## src/rtl/reset_seq_pkg.sv

```systemverilog
package reset_seq_pkg;
    // register bus geometry
    localparam int ADDR_W = 4;
    localparam int DATA_W = 16;

    // register offsets (word index)
    localparam logic [3:0] OFS_SYSTEM_CONFIG  = 4'h0;
    localparam logic [3:0] OFS_BOOT_CONFIG    = 4'h1;
    localparam logic [3:0] OFS_BUS_CONFIG     = 4'h2;
    localparam logic [3:0] OFS_RESET_STATUS   = 4'h3;
    localparam logic [3:0] OFS_COMMAND        = 4'h4;

    // system_config_reg fields
    localparam int BIT_BIDIR_ENABLE  = 3;
    localparam int BIT_POWERDOWN_CFG = 5;
    localparam logic [15:0] SYSCFG_RESET = 16'h0000;

    // command fields (write only, self clearing)
    localparam int BIT_CMD_END_OF_INIT = 0;
    localparam int BIT_CMD_SOFT_RESET  = 1;

    // bus_config_zero fields
    localparam int BIT_BUS_ACTIVE_FIRST = 10;
    localparam int BIT_LATCH_LENGTHEN   = 9;
    localparam int POS_BUS_TYPE         = 6;

    // strap field positions
    localparam int POS_CLOCK_OPTION = 13;
    localparam int POS_SEGMENT_SEL  = 11;
    localparam int POS_CHIP_SEL_CNT = 9;
    localparam int BIT_WRITE_CFG    = 8;
    localparam int POS_BUS_TYPE_STR = 6;
    localparam int BIT_BOOT_LOADER  = 4;
    localparam int BIT_ADAPT_MODE   = 1;

    // strap sampling masks per reset kind
    localparam logic [15:0] MASK_SOFT_WD   = 16'h1fc0;
    localparam logic [15:0] MASK_SHORT_HW  = 16'h1fff;
    localparam logic [15:0] MASK_LONG_HW   = 16'hffff;
    localparam logic [15:0] STRAP_RESET    = 16'h0000;

    // timing: half period unit is half the clock
    localparam int CLK_PERIOD_NS   = 50;
    localparam int HALF_PERIOD_NS  = CLK_PERIOD_NS / 2;
    localparam int SEQ_HALF_UNITS  = 1024;
    localparam int DETECT_HALF_UNITS = 4;
    localparam int LATCH_HALF_UNITS  = 8;
    localparam int SEQ_CYCLES    = (SEQ_HALF_UNITS * HALF_PERIOD_NS) / CLK_PERIOD_NS;
    localparam int DETECT_CYCLES = (DETECT_HALF_UNITS * HALF_PERIOD_NS + CLK_PERIOD_NS - 1) / CLK_PERIOD_NS;
    localparam int LATCH_CYCLES  = (LATCH_HALF_UNITS * HALF_PERIOD_NS + CLK_PERIOD_NS - 1) / CLK_PERIOD_NS;
    // cycles before the released pin is trusted
    localparam int SETTLE_CYCLES = 3;
    localparam int CNT_W = 10;

    // reset kinds
    typedef enum logic [2:0] {
        KIND_POWER_ON,
        KIND_LONG_HW,
        KIND_SHORT_HW,
        KIND_SOFTWARE,
        KIND_WATCHDOG
    } reset_kind_t;
endpackage

```

## src/rtl/reset_output_and_config_latch.sv

```systemverilog
// Added by the designer: the register addresses and the strobed register port.
`timescale 1ns/1ps
// Contract
// - reset_out_n goes low at the start of every kind of reset.
// - reset_out_n stays low until the end-of-initialisation command completes.
// - setting bit 3 of system_config_reg enables bidirectional reset.
// - every reset sequence clears the bidirectional reset enable.
// - setting the enable is ignored once end of initialisation has completed.
// - low powerdown pin while reset pin low stops pulling, reset becomes asynchronous.
// - with bidirectional enabled, reset pin pulled low during whole internal sequence.
// - pull on reset pin released before the cpu starts fetching.
// - weak pull-down on powerdown pin follows a low reset pin.
// - powerdown configuration bit turns on the pull-up at sequence end.
// - hardware reset is asynchronous if powerdown pin low, else synchronous.
// - software and watchdog resets latch only strap bits high 4..0, low 7..6.
// - short hardware reset latches all strap bits except the clock options.
// - long hardware and power-on resets latch all sixteen strap bits.
// - strap high byte lands in the low byte of latched_boot_config.
// - strap fields routed to clock, port logic and bus_config_zero.
// - bidirectional software or watchdog reset still pulling when the sequence starts is handled as a short hardware reset.
// - internal sequence lasts 512 clock periods before release and sampling.
module reset_output_and_config_latch (
    input  wire logic        clk,
    input  wire logic        rst,
    // register port
    input  wire logic [3:0]  reg_addr,
    input  wire logic [15:0] reg_wdata,
    input  wire logic        reg_wr,
    input  wire logic        reg_rd,
    output logic      [15:0] reg_rdata,
    // reset pins
    input  wire logic        reset_in_n_in,
    output logic             reset_in_n_out,
    output logic             reset_in_n_oe_n,
    output logic             reset_out_n,
    // powerdown capacitor pin
    input  wire logic        powerdown_cap_pin,
    output logic             powerdown_cap_pulldown,
    output logic             powerdown_cap_pullup,
    // straps and events
    input  wire logic [15:0] boot_strap_port,
    input  wire logic        external_access_n,
    input  wire logic        watchdog_overflow,
    // towards the rest of the chip
    output logic             core_reset,
    output logic             reset_is_async,
    output logic      [2:0]  clock_option_field,
    output logic      [1:0]  segment_line_select,
    output logic      [1:0]  chip_select_count,
    output logic             write_config_strap,
    output logic             boot_loader_strap,
    output logic             adapt_mode_strap,
    output logic      [15:0] bus_config_zero
);
    typedef enum logic [2:0] {
        ST_DETECT,
        ST_SEQUENCE,
        ST_SETTLE,
        ST_EXTEND,
        ST_LATCH,
        ST_RUN
    } state_t;

    state_t                     state_r;
    state_t                     state_nxt;
    reset_seq_pkg::reset_kind_t kind_r;
    reset_seq_pkg::reset_kind_t kind_nxt;
    logic [reset_seq_pkg::CNT_W-1:0] cnt_r;
    logic [reset_seq_pkg::CNT_W-1:0] cnt_nxt;
    logic [1:0]  low_cnt_r;
    logic        reset_in_n_meta_r;
    logic        reset_in_n_sync_r;
    logic        rpd_meta_r;
    logic        rpd_sync_r;
    logic        ea_meta_r;
    logic        ea_sync_r;
    logic        bidir_r;
    logic        pwd_cfg_r;
    logic        eoi_done_r;
    logic        pull_r;
    logic        async_r;
    logic        pullup_r;
    logic        bus_active_r;
    logic        latch_len_r;
    logic [15:0] rdata_r;
    logic [15:0] strap_q;
    logic [15:0] latch_mask;
    logic        hw_request;
    logic        sw_request;
    logic        start_reset;
    logic        wr_syscfg;
    logic        wr_cmd;
    logic        cmd_eoi;
    logic        latch_en;
    logic        seq_done;
    logic        settle_done;
    logic        latch_done;
    logic        rpd_abort;
    logic [15:0] syscfg_view;
    logic [15:0] status_view;
    logic [15:0] rdata_nxt;

    function automatic logic is_soft(input reset_seq_pkg::reset_kind_t k);
        return (k == reset_seq_pkg::KIND_SOFTWARE) || (k == reset_seq_pkg::KIND_WATCHDOG);
    endfunction

    // pins pass two flops each
    always_ff @(posedge clk) begin
        reset_in_n_meta_r <= reset_in_n_in;
        reset_in_n_sync_r <= reset_in_n_meta_r;
        rpd_meta_r   <= powerdown_cap_pin;
        rpd_sync_r   <= rpd_meta_r;
        ea_meta_r    <= external_access_n;
        ea_sync_r    <= ea_meta_r;
    end

    // pin low for the detect time is a hardware request
    always_ff @(posedge clk) begin
        if (rst) begin
            low_cnt_r <= 2'h0;
        end else if (reset_in_n_sync_r) begin
            low_cnt_r <= 2'h0;
        end else if (low_cnt_r != 2'(reset_seq_pkg::DETECT_CYCLES)) begin
            low_cnt_r <= low_cnt_r + 2'h1;
        end
    end

    // register decode
    assign wr_syscfg  = reg_wr && (reg_addr == reset_seq_pkg::OFS_SYSTEM_CONFIG);
    assign wr_cmd     = reg_wr && (reg_addr == reset_seq_pkg::OFS_COMMAND);
    assign cmd_eoi    = wr_cmd && reg_wdata[reset_seq_pkg::BIT_CMD_END_OF_INIT] && (state_r == ST_RUN);
    assign sw_request = wr_cmd && reg_wdata[reset_seq_pkg::BIT_CMD_SOFT_RESET] && (state_r == ST_RUN);

    // glitches shorter than the detect time are ignored, relying on the board
    assign hw_request  = (low_cnt_r == 2'(reset_seq_pkg::DETECT_CYCLES));
    assign start_reset = (state_r == ST_RUN) && (hw_request || sw_request || watchdog_overflow);

    // sequencing terms
    assign seq_done    = (cnt_r == reset_seq_pkg::CNT_W'(reset_seq_pkg::SEQ_CYCLES - 1));
    assign settle_done = (cnt_r == reset_seq_pkg::CNT_W'(reset_seq_pkg::SETTLE_CYCLES - 1));
    assign latch_done  = (cnt_r == reset_seq_pkg::CNT_W'(reset_seq_pkg::LATCH_CYCLES - 1));
    assign rpd_abort   = !rpd_sync_r && (!reset_in_n_sync_r || pull_r);
    assign latch_en    = (state_r == ST_LATCH) && latch_done;

    // sequencer next state
    always_comb begin
        state_nxt = state_r;
        kind_nxt  = kind_r;
        cnt_nxt   = cnt_r + reset_seq_pkg::CNT_W'(1);
        unique case (state_r)
            ST_DETECT: begin
                cnt_nxt   = '0;
                state_nxt = ST_SEQUENCE;
            end
            ST_SEQUENCE: begin
                if (seq_done) begin
                    cnt_nxt   = '0;
                    state_nxt = ST_SETTLE;
                end
            end
            ST_SETTLE: begin
                // synced pin needs a few cycles to show the release
                if (settle_done) begin
                    cnt_nxt = '0;
                    if (!reset_in_n_sync_r) begin
                        state_nxt = ST_EXTEND;
                        if (kind_r != reset_seq_pkg::KIND_POWER_ON) begin
                            kind_nxt = reset_seq_pkg::KIND_LONG_HW;
                        end
                    end else begin
                        state_nxt = ST_LATCH;
                    end
                end
            end
            ST_EXTEND: begin
                cnt_nxt = '0;
                if (reset_in_n_sync_r) begin
                    state_nxt = ST_LATCH;
                end
            end
            ST_LATCH: begin
                if (latch_done) begin
                    cnt_nxt   = '0;
                    state_nxt = ST_RUN;
                end
            end
            ST_RUN: begin
                cnt_nxt = '0;
                if (start_reset) begin
                    state_nxt = ST_DETECT;
                    if (hw_request) begin
                        kind_nxt = reset_seq_pkg::KIND_SHORT_HW;
                    end else if (sw_request) begin
                        kind_nxt = reset_seq_pkg::KIND_SOFTWARE;
                    end else begin
                        kind_nxt = reset_seq_pkg::KIND_WATCHDOG;
                    end
                end
            end
        endcase
        // our own pull turns a soft reset into a hardware one
        if ((state_r == ST_SEQUENCE) && pull_r && is_soft(kind_r)) begin
            kind_nxt = reset_seq_pkg::KIND_SHORT_HW;
        end
    end

    always_ff @(posedge clk) begin
        if (rst) begin
            state_r <= ST_SEQUENCE;
            kind_r  <= reset_seq_pkg::KIND_POWER_ON;
            cnt_r   <= '0;
        end else begin
            state_r <= state_nxt;
            kind_r  <= kind_nxt;
            cnt_r   <= cnt_nxt;
        end
    end

    // open-drain pull on the reset pin, only for the internal sequence
    always_ff @(posedge clk) begin
        if (rst) begin
            pull_r <= 1'b0;
        end else if (start_reset) begin
            pull_r <= bidir_r;
        end else if (rpd_abort || (state_r == ST_SEQUENCE && seq_done)) begin
            pull_r <= 1'b0;
        end
    end

    // async flavour; power-on starts from a discharged cap
    always_ff @(posedge clk) begin
        if (rst) begin
            async_r <= 1'b1;
        end else if (start_reset) begin
            async_r <= hw_request && !rpd_sync_r;
        end else if (state_r != ST_RUN && rpd_abort) begin
            async_r <= 1'b1;
        end else if (state_r == ST_SETTLE && settle_done && reset_in_n_sync_r) begin
            async_r <= async_r || !rpd_sync_r;
        end
    end

    // bidir enable and powerdown configuration
    always_ff @(posedge clk) begin
        if (rst) begin
            bidir_r   <= reset_seq_pkg::SYSCFG_RESET[reset_seq_pkg::BIT_BIDIR_ENABLE];
            pwd_cfg_r <= reset_seq_pkg::SYSCFG_RESET[reset_seq_pkg::BIT_POWERDOWN_CFG];
        end else if (start_reset) begin
            bidir_r   <= 1'b0;
        end else if (wr_syscfg) begin
            // late attempts to set the enable are dropped; clearing always works
            if (!eoi_done_r || !reg_wdata[reset_seq_pkg::BIT_BIDIR_ENABLE]) begin
                bidir_r <= reg_wdata[reset_seq_pkg::BIT_BIDIR_ENABLE];
            end
            pwd_cfg_r <= reg_wdata[reset_seq_pkg::BIT_POWERDOWN_CFG];
        end
    end

    // end of initialisation gates the reset output
    always_ff @(posedge clk) begin
        if (rst) begin
            eoi_done_r <= 1'b0;
        end else if (start_reset) begin
            eoi_done_r <= 1'b0;
        end else if (cmd_eoi) begin
            eoi_done_r <= 1'b1;
        end
    end

    // pull-up on the powerdown pin once the sequence is over
    always_ff @(posedge clk) begin
        if (rst || start_reset) begin
            pullup_r <= 1'b0;
        end else if (latch_en) begin
            pullup_r <= pwd_cfg_r;
        end
    end

    // strap sampling mask by reset kind
    assign latch_mask = (kind_r == reset_seq_pkg::KIND_SHORT_HW) ? reset_seq_pkg::MASK_SHORT_HW :
                        is_soft(kind_r) ? reset_seq_pkg::MASK_SOFT_WD :
                        reset_seq_pkg::MASK_LONG_HW;

    strap_capture u_strap (
        .clk        (clk),
        .rst        (rst),
        .strap_pin  (boot_strap_port),
        .latch_en   (latch_en),
        .latch_mask (latch_mask),
        .strap_q    (strap_q)
    );

    // bus-active and latch-lengthen copy the access pin at latch
    always_ff @(posedge clk) begin
        if (rst) begin
            bus_active_r <= 1'b0;
            latch_len_r  <= 1'b0;
        end else if (latch_en) begin
            bus_active_r <= ea_sync_r;
            latch_len_r  <= ea_sync_r;
        end
    end

    // field routing of the latched straps
    assign clock_option_field  = strap_q[reset_seq_pkg::POS_CLOCK_OPTION +: 3];
    assign segment_line_select = strap_q[reset_seq_pkg::POS_SEGMENT_SEL +: 2];
    assign chip_select_count   = strap_q[reset_seq_pkg::POS_CHIP_SEL_CNT +: 2];
    assign write_config_strap  = strap_q[reset_seq_pkg::BIT_WRITE_CFG];
    assign boot_loader_strap   = strap_q[reset_seq_pkg::BIT_BOOT_LOADER];
    assign adapt_mode_strap    = strap_q[reset_seq_pkg::BIT_ADAPT_MODE];

    always_comb begin
        bus_config_zero = 16'h0000;
        bus_config_zero[reset_seq_pkg::POS_BUS_TYPE +: 2]    = strap_q[reset_seq_pkg::POS_BUS_TYPE_STR +: 2];
        bus_config_zero[reset_seq_pkg::BIT_BUS_ACTIVE_FIRST] = bus_active_r;
        bus_config_zero[reset_seq_pkg::BIT_LATCH_LENGTHEN]   = latch_len_r;
    end

    // read views
    always_comb begin
        syscfg_view = 16'h0000;
        syscfg_view[reset_seq_pkg::BIT_BIDIR_ENABLE]  = bidir_r;
        syscfg_view[reset_seq_pkg::BIT_POWERDOWN_CFG] = pwd_cfg_r;
    end
    assign status_view = {8'h00, 1'b0, kind_r, async_r, pull_r, eoi_done_r, core_reset};

    // unmapped addresses read as zero
    always_comb begin
        unique case (reg_addr)
            reset_seq_pkg::OFS_SYSTEM_CONFIG: rdata_nxt = syscfg_view;
            reset_seq_pkg::OFS_BOOT_CONFIG:   rdata_nxt = {8'h00, strap_q[15:8]};
            reset_seq_pkg::OFS_BUS_CONFIG:    rdata_nxt = bus_config_zero;
            reset_seq_pkg::OFS_RESET_STATUS:  rdata_nxt = status_view;
            default:                          rdata_nxt = 16'h0000;
        endcase
    end

    always_ff @(posedge clk) begin
        if (rst) begin
            rdata_r <= 16'h0000;
        end else if (reg_rd) begin
            rdata_r <= rdata_nxt;
        end else begin
            rdata_r <= 16'h0000;
        end
    end

    // pin and core outputs
    assign reg_rdata              = rdata_r;
    assign reset_out_n            = eoi_done_r;
    assign reset_in_n_out         = 1'b0;
    assign reset_in_n_oe_n        = !pull_r;
    assign powerdown_cap_pulldown = !reset_in_n_sync_r;
    assign powerdown_cap_pullup   = pullup_r;
    assign core_reset             = (state_r != ST_RUN);
    assign reset_is_async         = async_r;
endmodule

```

## src/rtl/strap_capture.sv

```systemverilog
`timescale 1ns/1ps
// two-flop sync of the strap port plus masked latch
module strap_capture (
    input  wire logic        clk,
    input  wire logic        rst,
    input  wire logic [15:0] strap_pin,
    input  wire logic        latch_en,
    input  wire logic [15:0] latch_mask,
    output logic      [15:0] strap_q
);
    logic [15:0] meta_r;
    logic [15:0] sync_r;
    logic [15:0] strap_nxt;

    // masked bits take the pin, the rest hold
    assign strap_nxt = (sync_r & latch_mask) | (strap_q & ~latch_mask);

    always_ff @(posedge clk) begin
        meta_r <= strap_pin;
        sync_r <= meta_r;
    end

    always_ff @(posedge clk) begin
        if (rst) begin
            strap_q <= reset_seq_pkg::STRAP_RESET;
        end else if (latch_en) begin
            strap_q <= strap_nxt;
        end
    end
endmodule

```

## config.mk

```make
export PLATFORM = sky130hd
export DESIGN_NAME = reset_output_and_config_latch
export DESIGN_NICKNAME = d
export VERILOG_FILES = /design/src/rtl/reset_seq_pkg.sv /design/src/rtl/reset_output_and_config_latch.sv /design/src/rtl/strap_capture.sv
export SDC_FILE = /design/constraint.sdc
export NUM_CORES = 1
export LEC_CHECK = 0
export BUFFER_PORTS_ARGS = -buffer_cell sky130_fd_sc_hd__buf_2
export CAP_MARGIN = 10
export CORE_MARGIN = 10
export CORE_UTILIZATION = 54
export DETAILED_ROUTE_END_ITERATION = 8
export PLACE_DENSITY_LB_ADDON = 0.08
export SYNTH_ARGS = -nofsm -noshare
export SYNTH_HDL_FRONTEND = slang
export SYNTH_SLANG_ARGS = --single-unit
export TNS_END_PERCENT = 30
```

## constraint.sdc

```tcl
create_clock -name clk -period 3.25 [get_ports clk]
set_input_delay 0.1625 -clock clk [delete_from_list [all_inputs] [get_ports clk]]
set_output_delay 0.1625 -clock clk [all_outputs]
set_load 0.01 [all_outputs]
```

# After elaboration in Yosys (flattened, before gate mapping)
# Cells that the tools add are included.
# W data, S select, Z words.
dict set report op_classes {
  n_addsub 2
  n_mul 0
  div_mod_pow 0
  magnitude_cmp 0
  n_eq_ne 29
  shifts 0
  muxes 27
  n_bitwise 6
  reduce_logical 46
}
# operator count
set ops {}
lappend ops {{$pmux W11 S4} 1}
lappend ops {{$pmux W10 S4} 1}
lappend ops {{$mux W3} 12}
lappend ops {{$and A16 B16 Y16} 2}
lappend ops {{$mux W16} 2}
lappend ops {{$mux W10} 3}
lappend ops {{$eq A10 B2 Y1 const B} 2}
lappend ops {{$pmux W3 S6} 1}
lappend ops {{$logic_and A1 B1 Y1} 16}
lappend ops {{$ne A2 B2 Y1 const B} 8}
lappend ops {{$not A16 Y16} 1}
lappend ops {{$or A16 B16 Y16} 1}
lappend ops {{$reduce_and A5 Y1} 3}
lappend ops {{$eq A3 B2 Y1 const B} 4}
lappend ops {{$ne A3 B3 Y1 const B} 4}
lappend ops {{$add A10 B1 Y10 const B} 1}
lappend ops {{$eq A10 B9 Y1 const B} 1}
lappend ops {{$eq A3 B3 Y1 const B} 3}
lappend ops {{$reduce_bool A3 Y1} 3}
lappend ops {{$eq A4 B2 Y1 const B} 2}
lappend ops {{$logic_or A1 B1 Y1} 8}
lappend ops {{$reduce_or A2 Y1} 4}
lappend ops {{$pmux W3 S2} 1}
lappend ops {{$logic_not A1 Y1} 5}
lappend ops {{14 further kinds} 21}
dict set report totals {
  register_bits 95
  latchBits 0
  mem_bits_rw 0
  rom_bits 0
  in_bits 44
  output_inout_bits 49
  elab_cells 132
  memories 0
}

# Longest topological paths before layout
dict set report logic_depth {
  ltp_word 10
  ltp_mapped 7
  ltp_nobuf 6
}

# Cells and area by module
# Synthesis repeated with hierarchy kept, for this count alone.
dict set report unflattened {
  cells_unflattened 332
  hier_area_um2 3349.5
}
# mod n_inst cells_per_inst area_each_um2 seq_area_each_um2
set by_module_without_submodules {}
lappend by_module_without_submodules {reset_output_and_config_latch 1 231 1998.2 800.8}
lappend by_module_without_submodules {strap_capture 1 101 1351.3 960.9}

# Worst setup path after synthesis
# OpenSTA, ideal clock, no wires.
dict set report synth_timing {
  kind {flip-flop to flip-flop}
  from {reg low_cnt_r[0]}
  to {reg kind_r[0]}
  setup_ps 119
  arrival_ps 1670
  required_time_ps 3131
  path_slack_ps 1461
  stages_incl_launch_ff 8
  path_buffers 1
  period_less_slack_ps 1789
  cell_sequence {dfxtp_1 inv_1 ha_1 clkbuf_1 or2_2 a311oi_2 nor3_1 o221a_2}
}
dict set report synth_between {
  elab_chain_cells 6
  elab_cells_between_ends 9
  classes_between {eq/ne: 2; mux: 3; reduce/logical: 4}
}
# item line_no
set synth_rtl {}
lappend synth_rtl {{start, declared} reset_output_and_config_latch.sv:70} ;# logic [1:0] low_cnt_r;
lappend synth_rtl {{start signal, assigned} reset_output_and_config_latch.sv:124} ;# low_cnt_r <= low_cnt_r + 2'h1;
lappend synth_rtl {{$eq A2 B2 Y1 (*)} reset_output_and_config_latch.sv:135} ;# assign hw_request = (low_cnt_r == 2'(reset_seq_pkg::DETECT_CYCLES));
lappend synth_rtl {{$logic_or A1 B1 Y1 (2 in series)} reset_output_and_config_latch.sv:136} ;# assign start_reset = (state_r == ST_RUN) && (hw_request || sw_request || watchdog_overflow);
lappend synth_rtl {{$logic_and A1 B1 Y1} reset_output_and_config_latch.sv:136}
lappend synth_rtl {{$ne A2 B2 Y1 (no source line)} n/a}
lappend synth_rtl {{$reduce_and A5 Y1 (no source line)} n/a}
lappend synth_rtl {{end signal, assigned} reset_output_and_config_latch.sv:210} ;# kind_r <= reset_seq_pkg::KIND_POWER_ON;
lappend synth_rtl {{end signal, assigned} reset_output_and_config_latch.sv:214} ;# kind_r <= kind_nxt;
lappend synth_rtl {{end, declared} reset_output_and_config_latch.sv:66} ;# reset_seq_pkg::reset_kind_t kind_r;
# Mark *: on every way between the ends. The rest lies on a longest branch, timed or not. The select of a mux whose other input is x is not followed.
# A chain may end at the register's enable or synchronous reset.

# Worst setup path in the final report
dict set report layout_timing {
  from {reg state_r[0]}
  to {reg kind_r[0]}
}
dict set report layout_between {
  elab_chain_cells 7
  elab_cells_between_ends 20
  classes_between {eq/ne: 7; mux: 4; reduce/logical: 9}
}
# item line_no
set layout_rtl {}
lappend layout_rtl {{start, declared} reset_output_and_config_latch.sv:64} ;# state_t state_r;
lappend layout_rtl {{start signal, assigned} reset_output_and_config_latch.sv:213} ;# state_r <= state_nxt;
lappend layout_rtl {{$eq A3 B3 Y1} {reset_output_and_config_latch.sv:132, reset_output_and_config_latch.sv:136, reset_output_and_config_latch.sv:150}}
lappend layout_rtl {{$logic_and A1 B1 Y1} reset_output_and_config_latch.sv:132} ;# assign sw_request = wr_cmd && reg_wdata[reset_seq_pkg::BIT_CMD_SOFT_RESET] && (state_r == ST_RUN);
lappend layout_rtl {{$logic_or A1 B1 Y1 (2 in series)} reset_output_and_config_latch.sv:136}
lappend layout_rtl {{$logic_and A1 B1 Y1} reset_output_and_config_latch.sv:136}
lappend layout_rtl {{$ne A2 B2 Y1 (no source line)} n/a}
lappend layout_rtl {{$reduce_and A5 Y1 (no source line)} n/a}
# Parallel ways exist; a longest one is shown, timed or not. The select of a mux whose other input is x is not followed.

==> summary.md <==
| Metric | Value |
|---|---|
| Status | finished clean |
| Final setup violation count | 0 |
| Synth top area cells | dfxtp_1 50%, mux2i_1 6.6%, buf_4 5.7% |
| Fin crit share | 61.4% |
| Crit path DAT | 2240 ps |
| Wire per inst | 14.9 um |
| Commonest non-fill, non-tap cell in the layout | dfxtp_1 |
| Combinational Power Share | 13.7% |
| Final hold violations | 0 |
| Final Util | approximately two thirds |
| Cell Int Power | 1490 uW |
| Layout cell share with drive strength beyond 1 | 24.5% |
| Power density cells | between 500 and 600 nW/um^2 |
| YS warnings | 0 |
| PortBufs | 57 |
| First-iteration detailed-routing DRC count | 97 |
| Register area share after synthesis | about half |
| Initial antenna violation count | 0 |
| Distinct cells, synth | 60 |
| Tmin final | 1990 ps |
| H-tree levels | 3 |
| HPWL Detailed | 4.69 mm |
| Row count | 27 |
| Most frequent cells in the layout | 76 x dfxtp_1, 57 x buf_2, 35 x nor2_1, 20 x mux2i_1, 20 x nand2_1 |
| CTS tree | built |
| Post-synth EDFFs | 0 |
| CP Data Required Time | 3490 ps |
| Synth Cell Area | 3040 um^2 |
| Clk root buf | clkbuf_8 |
| Max_cap viols | 0 |
| Total CTS buffers | 9 |
| Clock slew at reported path FFs | about 80 ps |
| Full die area | between 9000 and 10000 um^2 |
| Ys flop type | dfxtp_1 |
| Total GRT Usage | 15.1% |
| Sw Pwr | 590 uW |
| Drt pass-1 iters | 4 |
| Dominant cell type by area after synthesis | dfxtp_1 |
| Area delta synth->final | 19.1% |
| Max Slew Vio Count | 0 |
| RD Place Congestion | 0.787 |
| Final nets | 417 |
| Critical path class | reg2reg |
| FFs w/ async S/R, synth | 0% |
| GRT overflow | 0 |
| Residual DRC | 0 |
| Post-Syn Area per Cell | 10.0 um^2 |
| Worst slack at placement | 1320 ps |
| Die X | 95.0 um |
| N_diodes | 0 |
| Pleak | 0.00159 uW |
| Number of synthesized register bits | 76 |
| CTS max path bufs | 2 |
| CTS Sinks | 76 |
| Core area | roughly 5500 um^2 |
| Cells after synthesis | 303 |
| Initial Utilization | 55.5% |
| Clock skew | 13.5 ps |
| Via count | 2268 |
| Max IR drop VDD | slightly below 400 uV |
| Clock power frac | 35.8% |
| Worst Hold Depth | 3 |
| Height of the die | ~95 um |
| Fmax | 501 MHz |
| Critical Path End Type | register |
| Setup crit start kind | register |
| Sw Ratio | between 20 and 30% |
| Via density | 5.07 |
| Worst skew pair latency | approximately 360 ps |
| Power share of the sequential group | roughly 50% |
| Unrepaired setup endpoints after global routing | no |
| I/O pin cnt | 93 |
| Vias in the first global route | 2092 |
| Setup Total Neg Slack | 0 ps |
| Antenna viol nets, final | 0 |
| Final WL | 6.67 mm |
| Crit-path max FO | 11 |
| Yosys top cell area share | between 50% and 60% |
| Hold crit path type | in2reg |
| Post-route setup slack | 1260 ps |
| First-pass GRT wire length | 10.5 mm |
| Largest net degree at the start of global routing | 23 |
| Reg2Reg Depth | 5 |
cell usage after synthesis, types with 2 or more instances:
master	n
a21oi_1	7
a31oi_1	5
a41oi_1	3
buf_2	3
buf_4	23
clkbuf_1	6
dfxtp_1	76
ha_1	3
inv_1	10
mux2i_1	20
nand2_1	20
nand3_1	8
nand3b_1	3
nand4_1	4
nor2_1	35
nor2b_1	3
nor3_1	13
nor3b_1	2
nor4_4	2
o21ai_0	6
o32a_1	2
or2_2	2
or3b_1	2
or4b_1	2
xnor2_1	3
xor2_1	6
stage by stage:
| step | instance area, um^2 | cells | hold WS (ps) | power (uW) |
|---|---|---|---|---|
| after global placement | 3260 | 416 | 265 | 1330 |
| after floorplan | 3100 | 321 | 190 | 1280 |
| final | 3620 | 447 | 81.6 | 2070 |
| after CTS | 3620 | 447 | 58.4 | 2100 |
| after detailed placement | 3260 | 416 | 266 | 1340 |
| after global routing | 3620 | 447 | 101 | 2180 |
cells by family (layout without fill, tap and decap cells):
group                      count (synthesis)  in the layout  share of synthesized area, %
muxes                                     21             21                          6.96
buffers and inverters                     45             99                          8.82
AOI/OAI and AO/OA                         41             41                          11.0
DFF                                       76             76                          50.1
other                                      1             19                         0.123
adders and majority gates                  3              3                          1.24
and+or+nand+nor                          107            107                          19.2
xor gates and xnor gates                   9              9                          2.60
sequential cells by signal, indices dropped and copies added (netlist names), 2 cells and up, named ones only:
register and count:
u_strap.sync_r 12, low_cnt_r 2, cnt_r 10, reg_rdata 9
u_strap.meta_r 12, u_strap.strap_q 7, state_r 3, kind_r 3
worst max-delay path, cell delays in order (launching register included):
cell and delay [ps]:
dfxtp_1 540, and3b_1 410, inv_1 200, a311oi_2 380, nor3_1 110, o221a_2 250
power by group through the flow:
stage / registers, uW / clock network (uW) / logic [uW]
5_1_grt: 1060 / 799 / 319
6_report: 1050 / 742 / 283
4_1_cts: 1050 / 766 / 283
3_5_place_dp: 1070 / 0 / 269
3_3_place_gp: 1070 / 0 / 265
2_1_floorplan: 1030 / 0 / 251
final timing paths:
| check | slack, ps | startpoint | end |
|---|---|---|---|
| worst max-delay path | 1260 | state_r[0] | kind_r[0] |
| worst min-delay path | 80 | reg_wdata[5] | pwd_cfg_r |
| worst min register to register | 330 | u_strap.meta_r[1] | u_strap.sync_r[1] |
| worst max register to register | 1260 | state_r[0] | kind_r[0] |
layer usage:
metal,routed length [um],part of all wire (%),up-vias,track usage [%]
met1,2830,42,1038,18.0
met4,127,1.9,0,7.36
li1,-,-,1152,-
met2,3170,48,65,23.1
met3,544,8.2,13,6.34
met5,0,0,-,0
cell type report:
class | count | area [um^2]
multi-input cells | 200 | 1320
fillers | 460 | 1860
repair buffers | 73 | 443
well taps | 72 | 90.1
flip-flops and latches | 76 | 1520
clock buffers | 10 | 138
clock inverters | 6 | 72.6
inverters | 10 | 37.5
timing repair:
action,4_1_cts,5_1_grt
setup endpoints to repair,0,0
hold buffers,15,0
hold endpoints to repair,15,0
setup buffers,0,0
gates resized for setup,0,0
Note: power is estimated with default switching activity, not from simulation.
